## config.mk

```make
export PLATFORM = sky130hd
export DESIGN_NAME = mb_slave_flat
export DESIGN_NICKNAME = d
export VERILOG_FILES = /design/src/rtl/mb_pkg.sv /design/src/rtl/mb_link_if.sv /design/src/rtl/mb_slave.sv /design/src/flat_wrapper.sv
export SDC_FILE = /design/constraint.sdc
export NUM_CORES = 2
export LEC_CHECK = 0
export BUFFER_PORTS_ARGS = -buffer_cell sky130_fd_sc_hd__buf_2
export CAP_MARGIN = 15
export CELL_PAD_IN_SITES_DETAIL_PLACEMENT = 1
export CELL_PAD_IN_SITES_GLOBAL_PLACEMENT = 1
export CORE_MARGIN = 4
export CORE_UTILIZATION = 45
export DETAILED_ROUTE_END_ITERATION = 6
export PLACE_DENSITY = 0.65
export SYNTH_ARGS = -nofsm -noshare
export SYNTH_HDL_FRONTEND = slang
export SYNTH_SLANG_ARGS = --single-unit
```

## constraint.sdc

```tcl
create_clock -name i_clk_sys -period 10.2 [get_ports i_clk_sys]
set_input_delay 2.04 -clock i_clk_sys [delete_from_list [all_inputs] [get_ports i_clk_sys]]
set_output_delay 2.04 -clock i_clk_sys [all_outputs]
set_load 0.05 [all_outputs]
```

## src/rtl/mb_pkg.sv

```systemverilog
package mb_pkg;

	// Function codes seen on the link.
	localparam logic [7:0] FC_READ    = 8'h03;
	localparam logic [7:0] FC_WR1     = 8'h06;
	localparam logic [7:0] FC_DIAG    = 8'h08;
	localparam logic [7:0] FC_WRN     = 8'h10;
	localparam logic [7:0] FC_LOG     = 8'h46;
	// Exception marking and codes.
	localparam logic [7:0] EXC_FLAG   = 8'h80;
	localparam logic [7:0] EXC_FUNC   = 8'h01;
	localparam logic [7:0] EXC_ADDR   = 8'h02;
	localparam logic [7:0] EXC_DATA   = 8'h03;
	// Broadcast slave address.
	localparam logic [7:0] BCAST_ADDR = 8'h00;
	// Largest register count in one write-multiple query.
	localparam int         MAX_REGS   = 125;
	// Frame length figures in bytes.
	localparam logic [8:0] MIN_FRAME  = 9'h004;
	localparam logic [8:0] CRC_LEN    = 9'h002;
	localparam logic [8:0] WRN_HDR    = 9'h007;
	localparam logic [8:0] WRN_FIXED  = WRN_HDR + CRC_LEN;
	localparam logic [8:0] DATA_END   = WRN_HDR + 9'(2 * MAX_REGS);
	localparam logic [8:0] LOG_QLEN   = 9'h004;
	localparam logic [8:0] LOG_BODY   = LOG_QLEN - CRC_LEN;
	// Reply lengths before the CRC.
	localparam logic [2:0] RSP_NORM   = 3'h6;
	localparam logic [2:0] RSP_EXC    = 3'h3;
	// CRC-16 seed and reflected polynomial.
	localparam logic [15:0] CRC_INIT  = 16'hffff;
	localparam logic [15:0] CRC_POLY  = 16'ha001;

	// One byte of the CRC, LSB first; a whole frame with its CRC leaves zero.
	function automatic logic [15:0] crc_step(input logic [15:0] c, input logic [7:0] b);
		logic [15:0] r;
		r = c ^ {8'h00, b};
		for (int k = 0; k < 8; k++) begin
			r = r[0] ? ((r >> 1) ^ CRC_POLY) : (r >> 1);
		end
		return r;
	endfunction : crc_step

endpackage : mb_pkg

```

## src/rtl/mb_link_if.sv

```systemverilog
`timescale 1ns/1ps
// Byte stream in both directions between master and slave on one clock.
interface mb_link_if;
	logic       m2s_valid; // Master byte present.
	logic [7:0] m2s_data;  // Master byte.
	logic       m2s_last;  // Last byte of the master frame.
	logic       m2s_err;   // Line error on this byte.
	logic       s2m_valid; // Slave byte present.
	logic [7:0] s2m_data;  // Slave byte.
	logic       s2m_last;  // Last byte of the slave frame.

	modport device (input m2s_valid, m2s_data, m2s_last, m2s_err,
		output s2m_valid, s2m_data, s2m_last);
	modport master (output m2s_valid, m2s_data, m2s_last, m2s_err,
		input s2m_valid, s2m_data, s2m_last);
endinterface : mb_link_if

```

## src/rtl/mb_slave.sv

```systemverilog
`timescale 1ns/1ps
// Slave end: write-multiple, access log and exception replies.
module mb_slave
	import mb_pkg::*;
(
	input  wire logic        i_clk_sys,
	input  wire logic        i_rstn,
	mb_link_if.device        lnk,
	input  wire logic [7:0]  i_my_addr,
	output logic      [15:0] o_reg_addr,
	output logic      [15:0] o_reg_data,
	input  wire logic        i_reg_ok,
	input  wire logic        i_val_ok,
	output logic             o_wr_en,
	output logic             o_ext_frame,
	output logic      [7:0]  o_ext_fc,
	input  wire logic        i_ext_done,
	input  wire logic [7:0]  i_ext_fc,
	input  wire logic [15:0] i_ext_start,
	input  wire logic [15:0] i_ext_count,
	output logic      [15:0] o_log_start,
	output logic      [15:0] o_log_count
);

	typedef enum logic [3:0] {
		ST_RX  = 4'b0001,
		ST_CHK = 4'b0010,
		ST_WR  = 4'b0100,
		ST_TX  = 4'b1000
	} sst_t;

	sst_t        st_ff,    nxt_st;    // Main state.
	logic [8:0]  n_ff,     nxt_n;     // Byte index, receive or transmit.
	logic [15:0] crc_ff,   nxt_crc;   // Running CRC.
	logic [7:0]  hdr_ff    [7];       // Header bytes of the query.
	logic [7:0]  nxt_hdr   [7];
	logic [15:0] dat_ff    [MAX_REGS]; // Write data words.
	logic [15:0] nxt_dat   [MAX_REGS];
	logic        drop_ff,  nxt_drop;  // Frame is being discarded.
	logic [6:0]  idx_ff,   nxt_idx;   // Word index in check and write.
	logic [15:0] addr_ff,  nxt_addr;  // Register address in check and write.
	logic [15:0] nok_ff,   nxt_nok;   // Count of accessible registers.
	logic [15:0] first_ff, nxt_first; // First accessible address.
	logic        bad_ff,   nxt_bad;   // Some value was refused.
	logic [7:0]  rsp_ff    [6];       // Reply bytes before the CRC.
	logic [7:0]  nxt_rsp   [6];
	logic [2:0]  rlen_ff,  nxt_rlen;  // Reply length before the CRC.
	logic        ext_ff,   nxt_ext;   // Frame handed to outer logic.
	logic [7:0]  efc_ff,   nxt_efc;   // Its function code.
	logic [15:0] ls_ff,    nxt_ls;    // Logged start address.
	logic [15:0] lc_ff,    nxt_lc;    // Logged register count.
	logic        tv_ff,    nxt_tv;    // Transmit byte valid.
	logic [7:0]  td_ff,    nxt_td;    // Transmit byte.
	logic        tl_ff,    nxt_tl;    // Transmit last byte.

	logic [15:0] cnt, start, crc_cur, crc_in, nok_all;
	logic [8:0]  n_in, doff;
	logic [7:0]  ecode;
	logic        bcast, go_exc, go_norm, is_last, badf;

	// Query fields decoded from the stored header.
	assign cnt     = {hdr_ff[4], hdr_ff[5]};
	assign start   = {hdr_ff[2], hdr_ff[3]}; // Zero-based register index.
	assign bcast   = (hdr_ff[0] == BCAST_ADDR);
	assign crc_cur = (n_ff == 9'h000) ? CRC_INIT : crc_ff;
	assign crc_in  = crc_step(crc_cur, lnk.m2s_data);
	assign n_in    = n_ff + 9'h001;
	assign doff    = n_ff - WRN_HDR;
	assign is_last = (16'(idx_ff) == (cnt - 16'h0001));
	assign nok_all = nok_ff + 16'(i_reg_ok);
	assign badf    = bad_ff | (i_reg_ok & ~i_val_ok);

	// Next-state logic for receive, check, write and reply.
	always_comb begin
		nxt_st = st_ff; nxt_n = n_ff; nxt_crc = crc_ff; nxt_hdr = hdr_ff;
		nxt_dat = dat_ff; nxt_drop = drop_ff; nxt_idx = idx_ff; nxt_addr = addr_ff;
		nxt_nok = nok_ff; nxt_first = first_ff; nxt_bad = bad_ff; nxt_rsp = rsp_ff;
		nxt_rlen = rlen_ff; nxt_ext = 1'b0; nxt_efc = efc_ff; nxt_ls = ls_ff;
		nxt_lc = lc_ff; nxt_tv = 1'b0; nxt_td = td_ff; nxt_tl = 1'b0;
		go_exc = 1'b0; go_norm = 1'b0; ecode = EXC_DATA;
		// Bytes that arrive while busy spoil their frame.
		if (lnk.m2s_valid && st_ff != ST_RX) begin
			nxt_drop = ~lnk.m2s_last;
		end
		case (st_ff)
			ST_RX: begin
				if (lnk.m2s_valid) begin
					nxt_crc = crc_in;
					nxt_n = n_in;
					if (lnk.m2s_err) begin
						nxt_drop = 1'b1;
					end
					if (n_ff < WRN_HDR) begin
						nxt_hdr[n_ff[2:0]] = lnk.m2s_data;
					end else if (n_ff < DATA_END) begin
						// High byte then low byte of each word.
						if (!doff[0]) nxt_dat[doff[7:1]][15:8] = lnk.m2s_data;
						else nxt_dat[doff[7:1]][7:0] = lnk.m2s_data;
					end
					if (lnk.m2s_last) begin
						nxt_n = 9'h000;
						nxt_drop = 1'b0;
						// Errors, short frames and foreign addresses stay silent.
						if (!drop_ff && !lnk.m2s_err && n_in >= MIN_FRAME
							&& crc_in == 16'h0000
							&& (hdr_ff[0] == i_my_addr || bcast)) begin
							case (hdr_ff[1])
								FC_WRN: begin
									// Count and byte count must agree with the frame.
									if (cnt == 16'h0000 || cnt > 16'(MAX_REGS)
										|| {8'h00, hdr_ff[6]} != {cnt[14:0], 1'b0}
										|| n_in != {1'b0, hdr_ff[6]} + WRN_FIXED) begin
										go_exc = 1'b1;
									end else begin
										nxt_st = ST_CHK;
										nxt_idx = 7'h00;
										nxt_addr = start;
										nxt_nok = 16'h0000;
										nxt_bad = 1'b0;
									end
								end
								FC_LOG: begin
									// A broadcast log query is ignored.
									if (bcast) begin
										nxt_st = ST_RX;
									end else if (n_in != LOG_QLEN) begin
										go_exc = 1'b1;
									end else begin
										nxt_rsp[2] = ls_ff[15:8];
										nxt_rsp[3] = ls_ff[7:0];
										nxt_rsp[4] = lc_ff[15:8];
										nxt_rsp[5] = lc_ff[7:0];
										go_norm = 1'b1;
									end
								end
								FC_READ, FC_WR1, FC_DIAG: begin
									// Served by the outer logic.
									nxt_ext = 1'b1;
									nxt_efc = hdr_ff[1];
								end
								default: begin
									go_exc = 1'b1;
									ecode = EXC_FUNC;
								end
							endcase
						end
					end
				end
			end
			ST_CHK: begin
				// Visit every addressed register and count the usable ones.
				nxt_addr = addr_ff + 16'h0001;
				nxt_idx = idx_ff + 7'h01;
				nxt_nok = nok_all;
				nxt_bad = badf;
				if (i_reg_ok && nok_ff == 16'h0000) begin
					nxt_first = addr_ff;
				end
				if (is_last) begin
					if (badf) begin
						go_exc = 1'b1;
					end else if (nok_all == 16'h0000) begin
						go_exc = 1'b1;
						ecode = EXC_ADDR;
					end else begin
						nxt_st = ST_WR;
						nxt_idx = 7'h00;
						nxt_addr = start;
					end
				end
			end
			ST_WR: begin
				// One register per cycle in ascending order.
				nxt_addr = addr_ff + 16'h0001;
				nxt_idx = idx_ff + 7'h01;
				if (is_last) begin
					nxt_ls = first_ff;
					nxt_lc = nok_ff;
					nxt_rsp[2] = hdr_ff[2];
					nxt_rsp[3] = hdr_ff[3];
					nxt_rsp[4] = hdr_ff[4];
					nxt_rsp[5] = hdr_ff[5];
					go_norm = 1'b1;
				end
			end
			ST_TX: begin
				// Body bytes, then CRC low and high.
				nxt_tv = 1'b1;
				nxt_n = n_in;
				if (n_ff < {6'h00, rlen_ff}) begin
					nxt_td = rsp_ff[n_ff[2:0]];
					nxt_crc = crc_step(crc_cur, rsp_ff[n_ff[2:0]]);
				end else if (n_ff == {6'h00, rlen_ff}) begin
					nxt_td = crc_ff[7:0];
				end else begin
					nxt_td = crc_ff[15:8];
					nxt_tl = 1'b1;
					nxt_st = ST_RX;
					nxt_n = 9'h000;
				end
			end
			default: begin
				nxt_st = ST_RX;
			end
		endcase
		// Exception reply; a failed transaction clears the log.
		if (go_exc) begin
			nxt_ls = 16'h0000;
			nxt_lc = 16'h0000;
			nxt_st = ST_RX;
			nxt_rsp[1] = hdr_ff[1] | EXC_FLAG;
			nxt_rsp[2] = ecode;
			nxt_rlen = RSP_EXC;
		end
		if (go_norm) begin
			nxt_st = ST_RX;
			nxt_rsp[1] = hdr_ff[1];
			nxt_rlen = RSP_NORM;
		end
		// Broadcasts never get a reply.
		if ((go_exc || go_norm) && !bcast) begin
			nxt_rsp[0] = hdr_ff[0];
			nxt_st = ST_TX;
			nxt_n = 9'h000;
		end
		// Outcome reported by the outer logic for its functions.
		if (i_ext_done) begin
			nxt_ls = (i_ext_fc == FC_READ) ? i_ext_start : 16'h0000;
			nxt_lc = (i_ext_fc == FC_READ) ? i_ext_count : 16'h0000;
		end
	end

	// State registers.
	always_ff @(posedge i_clk_sys or negedge i_rstn) begin
		if (!i_rstn) begin
			st_ff <= ST_RX; n_ff <= 9'h000; crc_ff <= CRC_INIT;
			hdr_ff <= '{default: 8'h00}; dat_ff <= '{default: 16'h0000};
			drop_ff <= 1'b0; idx_ff <= 7'h00; addr_ff <= 16'h0000;
			nok_ff <= 16'h0000; first_ff <= 16'h0000; bad_ff <= 1'b0;
			rsp_ff <= '{default: 8'h00}; rlen_ff <= 3'h0; ext_ff <= 1'b0;
			efc_ff <= 8'h00; ls_ff <= 16'h0000; lc_ff <= 16'h0000;
			tv_ff <= 1'b0; td_ff <= 8'h00; tl_ff <= 1'b0;
		end else begin
			st_ff <= nxt_st; n_ff <= nxt_n; crc_ff <= nxt_crc;
			hdr_ff <= nxt_hdr; dat_ff <= nxt_dat;
			drop_ff <= nxt_drop; idx_ff <= nxt_idx; addr_ff <= nxt_addr;
			nok_ff <= nxt_nok; first_ff <= nxt_first; bad_ff <= nxt_bad;
			rsp_ff <= nxt_rsp; rlen_ff <= nxt_rlen; ext_ff <= nxt_ext;
			efc_ff <= nxt_efc; ls_ff <= nxt_ls; lc_ff <= nxt_lc;
			tv_ff <= nxt_tv; td_ff <= nxt_td; tl_ff <= nxt_tl;
		end
	end

	// Writes to missing registers are simply not strobed.
	assign o_wr_en       = (st_ff == ST_WR) && i_reg_ok;
	assign o_reg_addr    = addr_ff;
	assign o_reg_data    = dat_ff[idx_ff];
	assign o_ext_frame   = ext_ff;
	assign o_ext_fc      = efc_ff;
	assign o_log_start   = ls_ff;
	assign o_log_count   = lc_ff;
	assign lnk.s2m_valid = tv_ff;
	assign lnk.s2m_data  = td_ff;
	assign lnk.s2m_last  = tl_ff;

endmodule : mb_slave

```

## src/flat_wrapper.sv

```systemverilog
// flat-port wrapper written by rule: the top's interface ports become plain ports
module mb_slave_flat import mb_pkg::*;
  (i_clk_sys, i_rstn, i_my_addr, o_reg_addr, o_reg_data, i_reg_ok, i_val_ok, o_wr_en, o_ext_frame, o_ext_fc, i_ext_done, i_ext_fc, i_ext_start, i_ext_count, o_log_start, o_log_count, lnk_m2s_valid, lnk_m2s_data, lnk_m2s_last, lnk_m2s_err, lnk_s2m_valid, lnk_s2m_data, lnk_s2m_last);
  mb_link_if lnk_i ();
  input  wire logic i_clk_sys;
  input  wire logic i_rstn;
  input  wire logic [7:0] i_my_addr;
  output logic      [15:0] o_reg_addr;
  output logic      [15:0] o_reg_data;
  input  wire logic i_reg_ok;
  input  wire logic i_val_ok;
  output logic o_wr_en;
  output logic o_ext_frame;
  output logic      [7:0] o_ext_fc;
  input  wire logic i_ext_done;
  input  wire logic [7:0] i_ext_fc;
  input  wire logic [15:0] i_ext_start;
  input  wire logic [15:0] i_ext_count;
  output logic      [15:0] o_log_start;
  output logic      [15:0] o_log_count;
  input wire logic [$bits(lnk_i.m2s_valid)-1:0] lnk_m2s_valid;
  input wire logic [$bits(lnk_i.m2s_data)-1:0] lnk_m2s_data;
  input wire logic [$bits(lnk_i.m2s_last)-1:0] lnk_m2s_last;
  input wire logic [$bits(lnk_i.m2s_err)-1:0] lnk_m2s_err;
  output wire logic [$bits(lnk_i.s2m_valid)-1:0] lnk_s2m_valid;
  output wire logic [$bits(lnk_i.s2m_data)-1:0] lnk_s2m_data;
  output wire logic [$bits(lnk_i.s2m_last)-1:0] lnk_s2m_last;
  assign lnk_i.m2s_valid = lnk_m2s_valid;
  assign lnk_i.m2s_data = lnk_m2s_data;
  assign lnk_i.m2s_last = lnk_m2s_last;
  assign lnk_i.m2s_err = lnk_m2s_err;
  assign lnk_s2m_valid = lnk_i.s2m_valid;
  assign lnk_s2m_data = lnk_i.s2m_data;
  assign lnk_s2m_last = lnk_i.s2m_last;
  mb_slave u_core (.i_clk_sys(i_clk_sys), .i_rstn(i_rstn), .lnk(lnk_i), .i_my_addr(i_my_addr), .o_reg_addr(o_reg_addr), .o_reg_data(o_reg_data), .i_reg_ok(i_reg_ok), .i_val_ok(i_val_ok), .o_wr_en(o_wr_en), .o_ext_frame(o_ext_frame), .o_ext_fc(o_ext_fc), .i_ext_done(i_ext_done), .i_ext_fc(i_ext_fc), .i_ext_start(i_ext_start), .i_ext_count(i_ext_count), .o_log_start(o_log_start), .o_log_count(o_log_count));
endmodule
```

==> flow_summary.toml <==
[floorplan]
die_w_um = 491
ioPinCount = 148
die_h_um = 491
start_util = 0.452
rows = 177
die_area_um2 = 241000
core_um2 = 233000

[timing]
skew_ns = 0.0403
slew_viol_final = 0
period_minus_slack_ns = 7.35
period_share = 0.721
slew_headroom = 0.159
finalHoldViolCount = 0
max_freq_mhz = 136
timing.hold.ws_ns = 0.467
grt_setup_unrepaired = "no"
tightestPinTransition_ns = 1.26
setup_violations = 0
fin_setup_tns_ns = 0

[layout]
area.growth.synth_to_final_pct = 11.9
nFillCells = 22000
nets = 7063
layout-drive-gt1-share = 0.496

[clock_tree]
ctsHoldBuffers = 0
cts_resized = 0
ctsHtreeMaxLevel = 5
cts_setup_buffers = 0
cts.clk_slew.worst_paths_ns = 0.06
clk_latency_ns = 0.91
cts_buffers = 274
cts.path.max_buffers = 4
cts_sinks = 2244
cts_tree = "done"
cts_root_buf = "clkbuf_16"

[logic_synthesis]
synth_top_cell_area_share = 0.530
synth.largest_area_cell = "dfrtp_1"
synth-edff-count = 0
synth.area.top_cells = "dfrtp_1 53%, mux2_2 22%, mux4_2 14%, clkbuf_1 1.4%, nand2_1 1.3%"
ys_ff_latch = 2244
yosysWarnings = 0
ys.flop_type = "dfrtp_1"
ys_seq_area_frac = 0.534
yosysUniqueCellTypes = 88
syn-num-nets = 7037
syn_avg_cell_area_um2 = 15.1
synth_cells = 6958
synthArstFlopShare = 1.00
syn_area_um2 = 105000

[setup_path]
critPathLaunchType = "register"
crit_path_start = "u_core.idx_ff[1]$_DFFE_PN0P_"
worstPathMaxFanout = 103
reg2reg_slack_ns = 5.06
cp.required_ns = 8.16
crit_path_end_kind = "output port"
cp_data_arrival_time_ns = 5.31
crit_end = "o_reg_data[10]"
r2r_start = "u_core.n_ff[1]$_DFFE_PN0P_"
path_class = "register to output port"
worstRegToRegCells = 16
r2r-end = "u_core.o_ext_fc[2]$_DFFE_PN0P_"

[drt]
postRouteAntennaNets = 0
wl_per_cell_um = 29.7
first_iter_violations = 3986
drt_first_pass_iters = 7
drc = 0
routed_wirelength_mm = 303
vias = 61900
viasPerCell = 6.06

[global_routing]
grt_pass1_wl_mm = 458
use_met1 = 0.357
grtUsageMet3 = 0.0391
grt_max_degree = 184
grt-ovfl-total = 0
antenna_found_initial = 20
busiest_layer = "met2"
grt_usage = 0.251
grt_pass1_vias = 67100
met2_usage = 0.407

[power_and_ir_drop]
p_total_mw = 20.9
vdd_drop_max_mv = 0.139
p_leak_nw = 55.0
pwr_density_cell_nw_per_um2 = 178

[worst_hold_path]
hp-class = "register to register"

[place]
gp_congestion = 0.834
hpwl_mm = 192
portBuffers = 147

[status]
status = "complete, no violations"

[flow_run]
maxCapViolations = 0
cell type report:
class | count | area [um^2] | area share
diodes | 7 | 17.5 | 0.000149
repair buffers | 268 | 2000 | 0.0170
inverters | 28 | 105 | 0.000894
clock inverters | 45 | 554 | 0.00471
flip-flops and latches | 2244 | 56200 | 0.478
multi-input cells | 4168 | 46800 | 0.398
well taps | 3043 | 3810 | 0.0324
clock buffers | 403 | 8080 | 0.0687
power breakdown:
group | internal [mW] | switching, mW
Sequential | 9.13 | 0.314
Clock | 5.74 | 3.71
Combinational | 0.755 | 1.30
Total | 15.6 | 5.32
cells by family after synthesis:
group	count (synthesis)	synth area share
compound gates	417	0.0265
fa+ha+maj	15	0.00179
flops	2244	0.534
mux	2823	0.370
simple gates	809	0.0368
xor+xnor	104	0.0100
buf+inv	546	0.0208
worst min-delay path by stage:
| stage | startpoint | to | cells past startpoint |
|---|---|---|---|
| 2_1_floorplan | u_core.rlen_ff[1]$_DFFE_PN0N_ | u_core.rlen_ff[1]$_DFFE_PN0N_ | 2 |
| 3_3_place_gp | u_core.rlen_ff[1]$_DFFE_PN0N_ | u_core.rlen_ff[1]$_DFFE_PN0N_ | 2 |
| 3_5_place_dp | u_core.rlen_ff[1]$_DFFE_PN0N_ | u_core.rlen_ff[1]$_DFFE_PN0N_ | 2 |
| 4_1_cts | u_core.rlen_ff[1]$_DFFE_PN0N_ | u_core.rlen_ff[1]$_DFFE_PN0N_ | 2 |
| 5_1_grt | u_core.crc_ff[7]$_DFFE_PN1P_ | u_core.crc_ff[7]$_DFFE_PN1P_ | 2 |
| 6_report | u_core.rlen_ff[1]$_DFFE_PN0N_ | u_core.rlen_ff[1]$_DFFE_PN0N_ | 2 |
flip-flops by register name (all words and copies together) (netlist names), 4 cells and up:
| signal | flops |
|---|---|
| u_core.hdr_ff | 40 |
| u_core.st_ff | 4 |
| u_core.n_ff | 9 |
| u_core.nok_ff | 16 |
| u_core.o_log_start | 16 |
| u_core.o_ext_fc | 8 |
| u_core.cnt | 16 |
| u_core.crc_ff | 16 |
| u_core.lnk.s2m_data | 8 |
| u_core.o_log_count | 16 |
| u_core.first_ff | 16 |
| u_core.dat_ff | 2000 |
| u_core.o_reg_addr | 16 |
| u_core.rsp_ff | 48 |
| u_core.idx_ff | 7 |
Yosys cell counts (all sizes together) (14+ instances only):
library cell and instances:
xor2 40, nor2 213, inv 25, xnor2 54, o22ai 15, nand2 356, nand3 41, o21ai 185
nor4 20, dfrtp 2227, a22oi 19, mux2i 80, a21oi 75, a2bb2oi 32, nand4 16, and3 20
nor3 33, nor2b 17, mux4 633, dfstp 17, clkbuf 394, nand2b 14, mux2 2110, nand3b 14
and2 14, buf 124, ha 15
routing by layer:
layer	wire length, um	vias up
met5	12	-
met2	146000	1164
met1	137000	34300
met4	7390	2
li1	-	26000
met3	12900	394
cell usage in the layout, fill, tap and decap left out, types with 79 or more instances in the layout:
master and instances:
dfrtp_1 2221, mux2_2 2098, mux4_2 633, nand2_1 355
clkbuf_16 281, o21ai_0 181, nor2_1 155, buf_2 138
buf_4 98, mux2i_1 79
worst max-delay path: stages (launching register included):
cell     delay, ns
dfrtp_4       0.78
buf_12        0.52
buf_4         0.86
mux4_2        0.50
mux4_2        0.48
mux4_2        0.48
mux2_2        0.32
buf_2         0.22
metrics by stage:
step | worst slack (ns) | std cells | cell area (um^2) | utilization
3_5_place_dp | 3.58 | 9749 | 109000 | 0.468
4_1_cts | 2.82 | 10200 | 118000 | 0.506
5_1_grt | 2.70 | 10200 | 118000 | 0.506
3_3_place_gp | 3.61 | 9747 | 109000 | 0.468
6_report | 2.85 | 10200 | 118000 | 0.506
2_1_floorplan | 4.77 | 6958 | 105000 | -
No activity file was read; power rests on OpenSTA's default activity.
